===== src/rtl/bms_params.svh =====
// constants for the converter sequencer
`ifndef BMS_PARAMS_SVH
`define BMS_PARAMS_SVH
`define BMS_CLK_HZ        20000000
`define BMS_FSW_HZ        400000
`define BMS_SPREAD_PCT    2
`define BMS_LFSR_W        23
`define BMS_LFSR_TAP      18
`define BMS_LFSR_SEED     23'h00_0001
`define BMS_REPEAT_MHZ    1500
`define BMS_SS_TIME_US    3500
`define BMS_SS2_TIME_US   5500
`define BMS_HIC_WAIT_US   5500
`define BMS_HIC_CYCLES    128
`define BMS_SYNC_QUAL     2048
`define BMS_SYNC_MIN_CYC  9
`define BMS_SYNC_MAX_CYC  100
`define BMS_BLANK_NS      100
`define BMS_REF_FULL      10'h3e8
`define BMS_REF_UP_DIV    11'h064
`define BMS_REG_CTRL      8'h00
`define BMS_REG_STATUS    8'h04
`define BMS_REG_REF       8'h08
`define BMS_REG_DITHER    8'h0c
`define BMS_CTRL_EN       0
`define BMS_CTRL_SPREAD   1
`define BMS_CTRL_FORCED_PULSE_WIDTH_MODE     2
`define BMS_CTRL_RST      3'h3
`endif


===== src/rtl/bms_pkg.sv =====
// types for the converter sequencer
package bms_pkg;
    typedef enum logic [4:0] {
        st_off   = 5'b00001,
        st_ss    = 5'b00010,
        st_run   = 5'b00100,
        st_rec   = 5'b01000,
        st_hic   = 5'b10000
    } bms_state_t;
endpackage


===== src/rtl/bms_dither.sv =====
// pseudo-random frequency offset generator with bounded step
`timescale 1ns/100ps
`include "bms_params.svh"
module bms_dither #(
    parameter int W    = `BMS_LFSR_W,
    parameter int TAP  = `BMS_LFSR_TAP,
    parameter int SPAN = 1
) (
    input  wire logic              clk,
    input  wire logic              rst_n,
    input  wire logic              step,
    input  wire logic              en,
    output logic signed [3:0]      offset
);
    logic [W-1:0] lfsr;

    if (SPAN < 1 || SPAN > 7 || TAP >= W || TAP < 1) begin : g_chk
        $error("bms_dither: bad SPAN or TAP");
    end

    // one shift per switching cycle
    always_ff @(posedge clk or negedge rst_n) begin
        if (!rst_n) begin
            lfsr <= W'(`BMS_LFSR_SEED);
        end else if (step) begin
            lfsr <= {lfsr[W-2:0], lfsr[W-1] ^ lfsr[TAP-1]};
        end
    end

    // random walk of one step per cycle, clipped to the span
    always_ff @(posedge clk or negedge rst_n) begin
        if (!rst_n) begin
            offset <= 4'sh0;
        end else if (!en) begin
            offset <= 4'sh0;
        end else if (step) begin
            if (lfsr[0] && offset < 4'(SPAN)) begin
                offset <= offset + 4'sh1;
            end else if (!lfsr[0] && offset > 4'(-SPAN)) begin
                offset <= offset - 4'sh1;
            end
        end
    end
endmodule


===== src/rtl/bms_sequencer.sv =====
// switching sequencer: boot recharge, dither, soft start, limits, hiccup
// Summary of operation
// - low boot voltage: low-side recharge before high-side
// - dither spans plus or minus two percent
// - shift-register hop, one step per cycle
// - pattern repeats slower than 1.5 Hz
// - slowed or locked clock stops dithering
// - forced pulse width mode keeps dithering at zero load
// - soft start on uvlo, enable, hiccup, thermal
// - reference ramps over the soft start time
// - soft start forces diode emulation
// - forced mode waits for regulation or timeout, hiccup for the timeout
// - output sag: reference one percent above, ramp
// - recovery hiccup only below 0.4 of set point
// - forced mode allowed during recovery
// - high-side compare after blanking against lesser limit
// - low-side over limit extends the cycle
// - high-side restart only after full period
// - 128 qualified cycles trip hiccup
// - hiccup stops, waits, then soft starts
// - sync locks after 2048 edges, stops dither
// - locked clock forces forced pulse width mode
//
// Our own choices: the APB interface to the registers and the address map.
`timescale 1ns/100ps
`include "bms_params.svh"
module bms_sequencer import bms_pkg::*; #(
    parameter int PERIOD   = `BMS_CLK_HZ / `BMS_FSW_HZ,
    parameter int SS_CYC   = `BMS_SS_TIME_US * (`BMS_CLK_HZ / 1000000),
    parameter int SS2_CYC  = `BMS_SS2_TIME_US * (`BMS_CLK_HZ / 1000000),
    parameter int WAIT_CYC = `BMS_HIC_WAIT_US * (`BMS_CLK_HZ / 1000000),
    parameter int LFSR_W   = `BMS_LFSR_W
) (
    input  wire logic        pclk,
    input  wire logic        presetn,
    input  wire logic        psel,
    input  wire logic        penable,
    input  wire logic        pwrite,
    input  wire logic [7:0]  paddr,
    input  wire logic [31:0] pwdata,
    output logic             pready,
    output logic [31:0]      prdata,
    output logic             pslverr,
    input  wire logic        en_pin,
    input  wire logic        uvlo_ok,
    input  wire logic        otp_flag,
    input  wire logic        sync_pin,
    input  wire logic        boot_uvlo,
    input  wire logic        hs_lim_fixed,
    input  wire logic        hs_lim_loop,
    input  wire logic        ls_over_limit,
    input  wire logic        ls_zero_cross,
    input  wire logic        vout_low,
    input  wire logic        vout_below_40,
    input  wire logic        vout_in_reg,
    input  wire logic        dropout_minoff,
    input  wire logic        slow_light_load,
    input  wire logic        slow_min_on,
    input  wire logic [9:0]  vout_code,
    output logic             hs_gate,
    output logic             ls_gate,
    output logic [9:0]       ref_code,
    output logic             diode_emulation,
    output logic             forced_pulse_width_mode_active,
    output logic             dither_active,
    output logic             hiccup_active,
    output logic             sync_locked
);
    localparam int NS       = 15;
    localparam int SPAN     = PERIOD * `BMS_SPREAD_PCT / 100;
    localparam int BLANK    = (`BMS_BLANK_NS * (`BMS_CLK_HZ / 1000000) + 999) / 1000;
    localparam int RAMP_DIV = SS_CYC / int'(`BMS_REF_FULL);
    localparam int TW       = 20;

    if (PERIOD < `BMS_SYNC_MIN_CYC || PERIOD > 255 || SPAN < 1 || SPAN > 7
        || RAMP_DIV < 1 || SS_CYC >= 2**TW || SS2_CYC >= 2**TW
        || WAIT_CYC < 1 || WAIT_CYC >= 2**TW || BLANK >= PERIOD) begin : g_chk
        $error("bms_sequencer: parameters out of range");
    end
    // repetition of the whole pattern must be slower than the audio floor
    if (longint'(2**LFSR_W - 1) * longint'(`BMS_REPEAT_MHZ)
        <= longint'(`BMS_CLK_HZ / PERIOD) * 1000) begin : g_rep
        $error("bms_sequencer: pattern repeats too fast");
    end

    function automatic logic addr_hit(input logic [7:0] a);
        addr_hit = (a == `BMS_REG_CTRL) || (a == `BMS_REG_STATUS)
                || (a == `BMS_REG_REF) || (a == `BMS_REG_DITHER);
    endfunction

    // two-stage synchronisers for every one-bit analog or pin input; vout_code is used unsynchronised
    logic [NS-1:0] raw;
    logic [NS-1:0] s1;
    logic [NS-1:0] s2;
    assign raw = {en_pin, uvlo_ok, otp_flag, sync_pin, boot_uvlo, hs_lim_fixed,
                  hs_lim_loop, ls_over_limit, ls_zero_cross, vout_low,
                  vout_below_40, vout_in_reg, dropout_minoff, slow_light_load,
                  slow_min_on};
    for (genvar g = 0; g < NS; g++) begin : g_sync
        always_ff @(posedge pclk or negedge presetn) begin
            if (!presetn) begin
                s1[g] <= 1'b0;
                s2[g] <= 1'b0;
            end else begin
                s1[g] <= raw[g];
                s2[g] <= s1[g];
            end
        end
    end

    logic en_s, uvlo_s, otp_s, sync_s, boot_s, hsf_s, hsl_s, lso_s, lsz_s;
    logic vlow_s, v40_s, vreg_s, dmin_s, sll_s, smo_s;
    assign {en_s, uvlo_s, otp_s, sync_s, boot_s, hsf_s, hsl_s, lso_s, lsz_s,
            vlow_s, v40_s, vreg_s, dmin_s, sll_s, smo_s} = s2;

    bms_state_t        state;
    bms_state_t        next_state;
    logic [2:0]        ctrl;
    logic [7:0]        cyc_cnt;
    logic [7:0]        cyc_len;
    logic signed [3:0] dither_off;
    logic [7:0]        sync_int;
    logic [7:0]        sync_per;
    logic [11:0]       sync_qual;
    logic              sync_d;
    logic              sync_edge;
    logic [TW-1:0]     ss_tmr;
    logic [TW-1:0]     wait_tmr;
    logic [15:0]       ramp_cnt;
    logic [7:0]        hic_cnt;
    logic              switching;
    logic              cycle_end;
    logic              cycle_start;
    logic              run_ok;
    logic              ss_tmr_done;
    logic              hic_cond;
    logic              hic_trip;
    logic              forced_pulse_width_mode_ok;
    logic              dither_en;
    logic [10:0]       rec_ref;

    assign switching   = state inside {st_ss, st_run, st_rec};
    assign cyc_len     = sync_locked ? sync_per : 8'(PERIOD) + 8'(dither_off);
    assign cycle_end   = cyc_cnt >= cyc_len - 8'h01;
    assign cycle_start = switching && cycle_end && !lso_s;
    assign run_ok      = en_s && uvlo_s && !otp_s && ctrl[`BMS_CTRL_EN];
    assign ss_tmr_done = ss_tmr == TW'(SS2_CYC);
    assign hic_cond    = (state inside {st_run, st_rec}) && ss_tmr_done
                         && v40_s && !dmin_s;
    assign hic_trip    = cycle_start && hic_cond
                         && hic_cnt == 8'(`BMS_HIC_CYCLES - 1);
    assign sync_edge   = sync_s && !sync_d;
    assign forced_pulse_width_mode_ok     = (ctrl[`BMS_CTRL_FORCED_PULSE_WIDTH_MODE] || sync_locked)
                         && (next_state inside {st_run, st_rec});
    assign dither_en   = ctrl[`BMS_CTRL_SPREAD] && !sync_locked && !dmin_s
                         && !smo_s && !(sll_s && !forced_pulse_width_mode_active)
                         && switching;
    assign rec_ref     = {1'b0, vout_code} + {1'b0, vout_code} / `BMS_REF_UP_DIV;

    bms_dither #(
        .W    (LFSR_W),
        .TAP  (`BMS_LFSR_TAP),
        .SPAN (SPAN)
    ) u_dither (
        .clk    (pclk),
        .rst_n  (presetn),
        .step   (cycle_start),
        .en     (dither_en),
        .offset (dither_off)
    );

    // mode sequencing
    always_comb begin
        next_state = state;
        if (!run_ok) begin
            next_state = st_off;
        end else begin
            unique case (state)
                st_off: next_state = st_ss;
                st_ss: begin
                    if (vreg_s || ss_tmr_done) begin
                        next_state = st_run;
                    end
                end
                st_run: begin
                    if (hic_trip) begin
                        next_state = st_hic;
                    end else if (vlow_s) begin
                        next_state = st_rec;
                    end
                end
                st_rec: begin
                    if (hic_trip) begin
                        next_state = st_hic;
                    end else if (ref_code == `BMS_REF_FULL) begin
                        next_state = st_run;
                    end
                end
                st_hic: begin
                    if (wait_tmr == TW'(WAIT_CYC - 1)) begin
                        next_state = st_ss;
                    end
                end
            endcase
        end
    end

    always_ff @(posedge pclk or negedge presetn) begin
        if (!presetn) begin
            state <= st_off;
        end else begin
            state <= next_state;
        end
    end

    // time since soft start began, saturating at the timeout
    always_ff @(posedge pclk or negedge presetn) begin
        if (!presetn) begin
            ss_tmr <= '0;
        end else if (next_state == st_ss && state != st_ss) begin
            ss_tmr <= '0;
        end else if (!ss_tmr_done) begin
            ss_tmr <= ss_tmr + TW'(1);
        end
    end

    always_ff @(posedge pclk or negedge presetn) begin
        if (!presetn) begin
            wait_tmr <= '0;
        end else if (state == st_hic) begin
            wait_tmr <= wait_tmr + TW'(1);
        end else begin
            wait_tmr <= '0;
        end
    end

    // reference: ramp in soft start and recovery
    always_ff @(posedge pclk or negedge presetn) begin
        if (!presetn) begin
            ref_code <= 10'h000;
            ramp_cnt <= 16'h0000;
        end else if (next_state == st_ss && state != st_ss) begin
            ref_code <= 10'h000;
            ramp_cnt <= 16'h0000;
        end else if (next_state == st_rec && state == st_run) begin
            ramp_cnt <= 16'h0000;
            if (rec_ref > {1'b0, `BMS_REF_FULL}) begin
                ref_code <= `BMS_REF_FULL;
            end else begin
                ref_code <= rec_ref[9:0];
            end
        end else if (state inside {st_ss, st_rec}) begin
            if (ramp_cnt == 16'(RAMP_DIV - 1)) begin
                ramp_cnt <= 16'h0000;
                if (ref_code != `BMS_REF_FULL) begin
                    ref_code <= ref_code + 10'h001;
                end
            end else begin
                ramp_cnt <= ramp_cnt + 16'h0001;
            end
        end else if (state == st_run) begin
            ref_code <= `BMS_REF_FULL;
        end else begin
            ref_code <= 10'h000;
        end
    end

    // cycles since last cycle start (high-side or boot low-side turn-on)
    always_ff @(posedge pclk or negedge presetn) begin
        if (!presetn) begin
            cyc_cnt <= 8'h00;
        end else if (!switching || cycle_start) begin
            cyc_cnt <= 8'h00;
        end else if (cyc_cnt != 8'hff) begin
            cyc_cnt <= cyc_cnt + 8'h01;
        end
    end

    // gate drive
    always_ff @(posedge pclk or negedge presetn) begin
        if (!presetn) begin
            hs_gate <= 1'b0;
            ls_gate <= 1'b0;
        end else if (!(next_state inside {st_ss, st_run, st_rec})) begin
            hs_gate <= 1'b0;
            ls_gate <= 1'b0;
        end else if (cycle_start) begin
            if (boot_s) begin
                hs_gate <= 1'b0;
                ls_gate <= 1'b1;
            end else begin
                hs_gate <= 1'b1;
                ls_gate <= 1'b0;
            end
        end else if (hs_gate && (cycle_end
                     || (cyc_cnt >= 8'(BLANK) && (hsf_s || hsl_s)))) begin
            hs_gate <= 1'b0;
            ls_gate <= 1'b1;
        end else if (ls_gate && diode_emulation && lsz_s && !lso_s) begin
            ls_gate <= 1'b0;
        end
    end

    // hiccup qualification over consecutive cycles
    always_ff @(posedge pclk or negedge presetn) begin
        if (!presetn) begin
            hic_cnt <= 8'h00;
        end else if (!hic_cond) begin
            hic_cnt <= 8'h00;
        end else if (cycle_start) begin
            hic_cnt <= hic_cnt + 8'h01;
        end
    end

    // external clock qualification
    always_ff @(posedge pclk or negedge presetn) begin
        if (!presetn) begin
            sync_d      <= 1'b0;
            sync_int    <= 8'h00;
            sync_per    <= 8'h00;
            sync_qual   <= 12'h000;
            sync_locked <= 1'b0;
        end else begin
            sync_d <= sync_s;
            if (sync_edge) begin
                sync_int <= 8'h00;
                if (sync_int >= 8'(`BMS_SYNC_MIN_CYC - 1)
                    && sync_int < 8'(`BMS_SYNC_MAX_CYC)) begin
                    sync_per <= sync_int + 8'h01;
                    if (sync_qual == 12'(`BMS_SYNC_QUAL - 1)) begin
                        sync_locked <= 1'b1;
                    end else begin
                        sync_qual <= sync_qual + 12'h001;
                    end
                end else begin
                    sync_qual   <= 12'h000;
                    sync_locked <= 1'b0;
                end
            end else if (sync_int == 8'(`BMS_SYNC_MAX_CYC)) begin
                sync_qual   <= 12'h000;
                sync_locked <= 1'b0;
            end else begin
                sync_int <= sync_int + 8'h01;
            end
        end
    end

    // registered mode outputs
    always_ff @(posedge pclk or negedge presetn) begin
        if (!presetn) begin
            forced_pulse_width_mode_active     <= 1'b0;
            diode_emulation <= 1'b1;
            dither_active   <= 1'b0;
            hiccup_active   <= 1'b0;
        end else begin
            forced_pulse_width_mode_active     <= forced_pulse_width_mode_ok;
            diode_emulation <= !forced_pulse_width_mode_ok;
            dither_active   <= dither_en;
            hiccup_active   <= next_state == st_hic;
        end
    end

    // apb slave: answer in the first access cycle
    always_ff @(posedge pclk or negedge presetn) begin
        if (!presetn) begin
            pready  <= 1'b0;
            prdata  <= 32'h0000_0000;
            pslverr <= 1'b0;
        end else begin
            pready  <= psel && !penable;
            pslverr <= psel && !penable && !addr_hit(paddr);
            prdata  <= 32'h0000_0000;
            if (psel && !penable && !pwrite) begin
                unique case (paddr)
                    `BMS_REG_CTRL:   prdata <= {29'h0000_0000, ctrl};
                    `BMS_REG_STATUS: prdata <= {16'h0000, hic_cnt, 1'b0,
                                                sync_locked, dither_active, state};
                    `BMS_REG_REF:    prdata <= {22'h00_0000, ref_code};
                    `BMS_REG_DITHER: prdata <= {16'h0000, sync_per, 4'h0,
                                                dither_off};
                    default:         prdata <= 32'h0000_0000;
                endcase
            end
        end
    end

    always_ff @(posedge pclk or negedge presetn) begin
        if (!presetn) begin
            ctrl <= `BMS_CTRL_RST;
        end else if (psel && penable && pready && pwrite
                     && paddr == `BMS_REG_CTRL) begin
            ctrl <= pwdata[2:0];
        end
    end
endmodule


===== config.mk =====
export PLATFORM = sky130hd
export DESIGN_NAME = bms_sequencer
export DESIGN_NICKNAME = d
export VERILOG_FILES = /design/src/rtl/bms_pkg.sv /design/src/rtl/bms_dither.sv /design/src/rtl/bms_sequencer.sv
export VERILOG_INCLUDE_DIRS = /design/src /design/src/rtl
export SDC_FILE = /design/constraint.sdc
export NUM_CORES = 1
export LEC_CHECK = 0
export CELL_PAD_IN_SITES_DETAIL_PLACEMENT = 1
export CELL_PAD_IN_SITES_GLOBAL_PLACEMENT = 2
export CORE_MARGIN = 4
export CORE_UTILIZATION = 35
export CTS_CLUSTER_DIAMETER = 100
export DETAILED_ROUTE_END_ITERATION = 10
export DONT_BUFFER_PORTS = 1
export PLACE_DENSITY_LB_ADDON = 0.1
export SYNTH_ARGS = -nofsm -noshare
export SYNTH_HDL_FRONTEND = slang
export SYNTH_HIERARCHICAL = 1
export SYNTH_SLANG_ARGS = --single-unit

===== constraint.sdc =====
create_clock -name pclk -period 10.3 [get_ports pclk]
set_input_delay 2.575 -clock pclk [delete_from_list [all_inputs] [get_ports pclk]]
set_output_delay 2.575 -clock pclk [all_outputs]
set_load 0.02 [all_outputs]

* Word-level counts from Yosys, hierarchy flattened *
Cells that the tools add are included.

operators by class
  add/sub/neg operators = 13
  muxes and demuxes = 52
  $lt $le $gt $ge = 7
  equal/unequal tests = 33
  bitwise operators = 1
  shift operators = 0
  divide/modulo/power cells = 1
  multiply operators = 0
  reductions and logical operators = 71

operators with widths
  kind                                                   count
  two-way mux 16 bit                                     5
  two-way mux 10 bit                                     7
  case mux 16 bit (4 select lines)                       1
  two-way mux 20 bit                                     3
  two-way mux 8 bit                                      7
  two-way mux 12 bit                                     4
  adder 20 x 1 -> 20 bit (second input constant)         2
  == test 20 x 17 -> 1 bit (second input constant)       2
  logical AND 1 bit                                      35
  two-way mux 5 bit                                      7
  case mux 5 bit (5 select lines)                        1
  adder 8 x 1 -> 8 bit (second input constant)           3
  adder 16 x 1 -> 16 bit (second input constant)         1
  == test 16 x 7 -> 1 bit (second input constant)        1
  == test 8 x 4 -> 1 bit (second input constant)         2
  == test 8 x 7 -> 1 bit (second input constant)         2
  two-way mux 4 bit                                      4
  logical NOT 1 bit                                      14
  two-way mux 1 bit                                      13
  adder 12 x 1 -> 12 bit (second input constant)         1
  == test 12 x 11 -> 1 bit (second input constant)       1
  adder 10 x 11 -> 11 bit                                1
  divider 10 x 7 -> 11 bit (second input constant)       1
  > comparator 11 x 10 -> 1 bit (second input constant)  1
  34 further kinds                                       59

storage, ports and cells
  memory bits (writable) = 0
  bits in latches = 0
  memory bits (read-only) = 0
  memories = 0
  word-level logic and storage cells = 232
  flip-flop bits (word level) = 217
  output and inout bits = 51
  input port bits = 70

* Longest topological paths before layout *
  depth after elaboration = 15
  gate-level depth with buffers = 17
  depth with buffers taken out = 15

* By module *
Netlist, hierarchy kept.

modules (own cells, without submodules)
  module         area each (um^2)  instances  cells an instance
  bms_sequencer  9507.9            1          1011
  bms_dither     1169.9            1          85

* Least setup slack after synthesis *
No wires, ideal clock.

  kind = input-to-reg
  start point = input port vout_code[6]
  end point = register ref_code[2]
  stages on the path = 15
  path buffers = 1
  required time = 10.180 ns
  data arrival time = 6.056 ns
  slack = 4.124 ns
  setup time = 0.120 ns
  path through = clkbuf_1 or4b_2 a21oi_1 o31ai_1 a21o_1 and3_1 o311ai_0 ha_1 fa_1 a21o_1 a21oi_1 o41ai_1 o21ai_0 or3_1 a31o_2

between the ends
  word-level cells in the longest chain between the ends = 6

ends and longest elaborated chain
  what                                 line                  source
  start, declared                      bms_sequencer.sv:59   input wire logic [9:0] vout_code,
  divider 10 x 7 -> 11 bit (no line)   --
  adder 10 x 11 -> 11 bit (no line) *  --
  > comparator 11 x 10 -> 1 bit        bms_sequencer.sv:247  if (rec_ref > {1'b0, `BMS_REF_FULL}) begin
  two-way mux 10 bit *                 bms_sequencer.sv:247
  two-way mux 10 bit *                 bms_sequencer.sv:245  end else if (next_state == st_rec && state == st_run) begin
  two-way mux 10 bit *                 bms_sequencer.sv:242  end else if (next_state == st_ss && state != st_ss) begin
  end signal, assigned                 bms_sequencer.sv:248  ref_code <= `BMS_REF_FULL;
  end signal, assigned                 bms_sequencer.sv:250  ref_code <= rec_ref[9:0];
  end signal, assigned                 bms_sequencer.sv:256  ref_code <= ref_code + 10'h001;
  end, declared                        bms_sequencer.sv:62   output logic [9:0] ref_code,

Mark *: on every way between the ends. The rest lies on a longest branch, timed or not.
A chain may end at the register's enable or synchronous reset.

* Worst setup path after layout *
  start point = input port vout_code[6]
  end point = register ref_code[7]

Same word-level chain as after synthesis.

==> impl_metrics.ini <==
[setup_path]
critPathKind = input pin to register
cp_slowest_cell = or4b_2
crit_required_ns = 10.69
end_kind = register
cp_max_fo = 18
arrival_ns = 6.51
critPathMaxStageDelay_ns = 0.67
start_kind = input pin
crit_top_cell = a21oi_1
crit_chain = or4b_2 > a21oi_1 > nor3_1 > nand3_1 > and3_1 > o311ai_0 > ha_1 > fa_1 > a21o_1 > a21oi_1 > nor2_1 > a311o_1 > a31oi_2 > a311oi_1

[timing]
fmax_ghz = 0.163
drv_slew = 0
setup_viol = 0
finClkSkew_ns = 0.0232
finalSetupTns_ns = 0
layout_min_cycle_time_ns = 6.12
hold_violations = 0
worstMarginPinSlew_ns = 1.08
rsz0062_at_grt = false
period_share = 0.594
relSlewSlack = 0.273

[floorplanning]
io_pins = 121
start_util = 0.357
fp.coreArea_um2 = 29900
chipHeight_um = 183
die_w_um = 183
fp-row-count = 63
die_area_um2 = 33400

[synthesis]
synth-simple-area-share = 0.214
synth_compound_area_frac = 0.114
yosysSeqAreaShare = 0.472
synth-seq-cells = 201
synthAdderAreaFrac = 0.0359
synth.area.top_cells = dfrtp_1 (46%), nor2_1 (5.3%), xor2_1 (4.3%), mux2_2 (3.7%), ha_1 (3.4%)
synthXorXnorAreaFrac = 0.0722
synth_cells = 1096
synth_top_family_by_area = simple AND/OR/NAND/NOR gates
avgSynthCellArea_um2 = 9.74
muxShareOfSynthArea = 0.0540
synth_cell_types = 79
yosysWarnings = 6
synth_top_cell_by_area = dfrtp_1
async_flop_share = 1.00
synthFlopType = dfrtp_1
synth.cell_area_um2 = 10700
synth_edf_count = 0
yosysTopAreaCellShare = 0.459

[power_and_ir_drop]
total_power_w = 0.00185
clockPowerShare = 0.478
p_int_w = 0.00140
swShare = 0.241
leakagePower_nw = 5.04
p_per_area_nw_per_um2 = 156
seq_power_share = 0.465
comb_power_share = 0.057
irDropWorstVdd_v = 0.000109
p_sw_w = 0.000446

[worst_hold_path]
hold_path.class = register to register

[finish]
nets = 1185
drive_gt1_frac = 0.101
syn_to_final_growth_pct = 10.7
utilization = 0.396
fill_cells = 3340
diodes = 0
fin_area_um2 = 11800

[drt]
viasPerCell = 5.30
first_pass_iters = 4
ant_nets = 0
wl_um = 28500
vias = 7913
wl_per_cell_um = 19.1
first_iter_violations = 349
drc_errors = 0

[clock_tree]
cts_hold_buf = 0
post_cts_buffers = 0
cts_sinks = 201
cts_tree = yes
clockBufferDepth = 3
clk_pin_slew_ns = 0.06
htree_levels = 1
clk_latency_ns = 0.54
cts_resized = 0
cts_buffers = 25
cts_root_buffer = clkbuf_16

[global_route]
grt_busiest_layer = met2
antenna_found_initial = 0
met2_usage = 0.281
grt.met3_usage = 0.0315
grt.overflow.total = 0
grt_usage = 0.171
grt_pass1_wl_um = 46700
met1_usage = 0.239
grt_pass1_vias = 8278
grt_max_degree = 202

[place]
placed_area_um2 = 11000
place.gp.congestion = 0.797
io_buffers = 0
dp.final_hpwl_um = 19800

[run_status]
status = completed

[run]
drv_cap = 0
==> cell type report <==
class,instances,area (µm²),share of cell area
inverters,26,97.6,0.00825
repair buffers,6,45.0,0.00381
flip-flops and latches,201,5040,0.426
well taps,390,488,0.0413
clock inverters,9,97.6,0.00825
clock buffers,37,751,0.0635
multi-input cells,825,5310,0.449
==> cell usage in the layout, fill, tap and decap left out, drive strengths merged, types with 17 or more instances in the layout <==
master	synthesis	routed
nand2	68	68
nand4	25	25
mux2	37	37
o21ai	50	50
nor3	21	21
ha	29	29
xnor2	36	36
xor2	52	52
nor2	152	152
nand2b	17	17
clkbuf	28	37
dfrtp	196	196
nand3	47	47
and3	17	17
inv	26	27
a21oi	56	56
nor4	18	18
==> worst paths after layout <==
kind / startpoint / end / slack (ns) / cells past startpoint
worst max-delay path: vout_code[6] / ref_code[7] / 4.18 / 14
worst min-delay path: s1[8] / hsl_s / 0.35 / 0
worst max register to register: sync_locked / ls_gate / 5.85 / 12
worst min register to register: s1[8] / hsl_s / 0.35 / 0
max in group asynchronous: presetn / s1[9] / 7.94 / 0
min in group asynchronous: presetn / ramp_cnt[14] / 1.76 / 0
==> metrics by stage <==
| stage | instances | setup WS [ns] | hold slack (ns) |
|---|---|---|---|
| finish | 1494 | 4.18 | 0.345 |
| global route | 1494 | 3.91 | 0.349 |
| CTS | 1494 | 4.22 | 0.348 |
| detailed placement | 1448 | 3.65 | 0.336 |
| global placement | 1448 | 3.62 | 0.332 |
| floorplan | 1111 | 4.12 | 0.331 |
==> state kept, by name, summed over array words and instances, names as in the netlist, 10 cells and up <==
name,count
wait_tmr,20
ramp_cnt,16
s1,15
sync_qual,12
ref_code,10
prdata,16
ss_tmr,20
u_dither/lfsr,23
==> cells in the mapped netlist (all sizes together) (4+ instances only) <==
cell / n
nor3: 21
clkbuf: 28
nor4: 18
a21o: 8
mux2i: 16
dfrtp: 196
and4: 9
dfstp: 5
nand3: 47
buf: 31
a22oi: 10
and3: 17
mux2: 37
nand4: 25
nand2: 68
a31oi: 6
nor4b: 9
ha: 29
nor3b: 7
xnor2: 36
o21ai: 50
o31ai: 6
a21oi: 56
a211oi: 8
nor2: 152
nor2b: 7
or2: 7
and2: 12
o211ai: 7
or3: 12
nand2b: 17
or4: 5
nand4b: 4
o21a: 4
inv: 26
xor2: 52
a31o: 5
==> cells by family (layout without fill, tap and decap cells) <==
family                     count (synthesis)  after routing
and+or+nand+nor                          449            449
other                                      1             16
buffers and inverters                     85             78
xor gates and xnor gates                  88             88
DFF                                      201            201
adders and majority gates                 30             30
muxes                                     53             53
AOI/OAI and AO/OA                        189            189
==> per-layer routing <==
metal	part of all wire	vias up	wire length [µm]
li1	-	3829	-
met1	0.47	3957	13500
met2	0.47	97	13500
met3	0.038	30	1070
met4	0.018	0	507
met5	0	-	0
==> worst max-delay path, delay by kind of cell <==
family | cells | cell delay [ns]
AOI/OAI and AO/OA | 7 | 2.04
adders and majority gates | 2 | 0.69
and+or+nand+nor | 5 | 1.18
==> power by group through the flow <==
| stage | Sequential [W] | Clock, W | Combinational, W |
|---|---|---|---|
| floorplan | 0.000858 | 0 | 0.0000967 |
| global placement | 0.000871 | 0 | 0.000103 |
| detailed placement | 0.000872 | 0 | 0.000105 |
| CTS | 0.000859 | 0.000915 | 0.000106 |
| global route | 0.000864 | 0.000951 | 0.000121 |
| finish | 0.000858 | 0.000882 | 0.000105 |
Power figures use the tool's default switching activity.
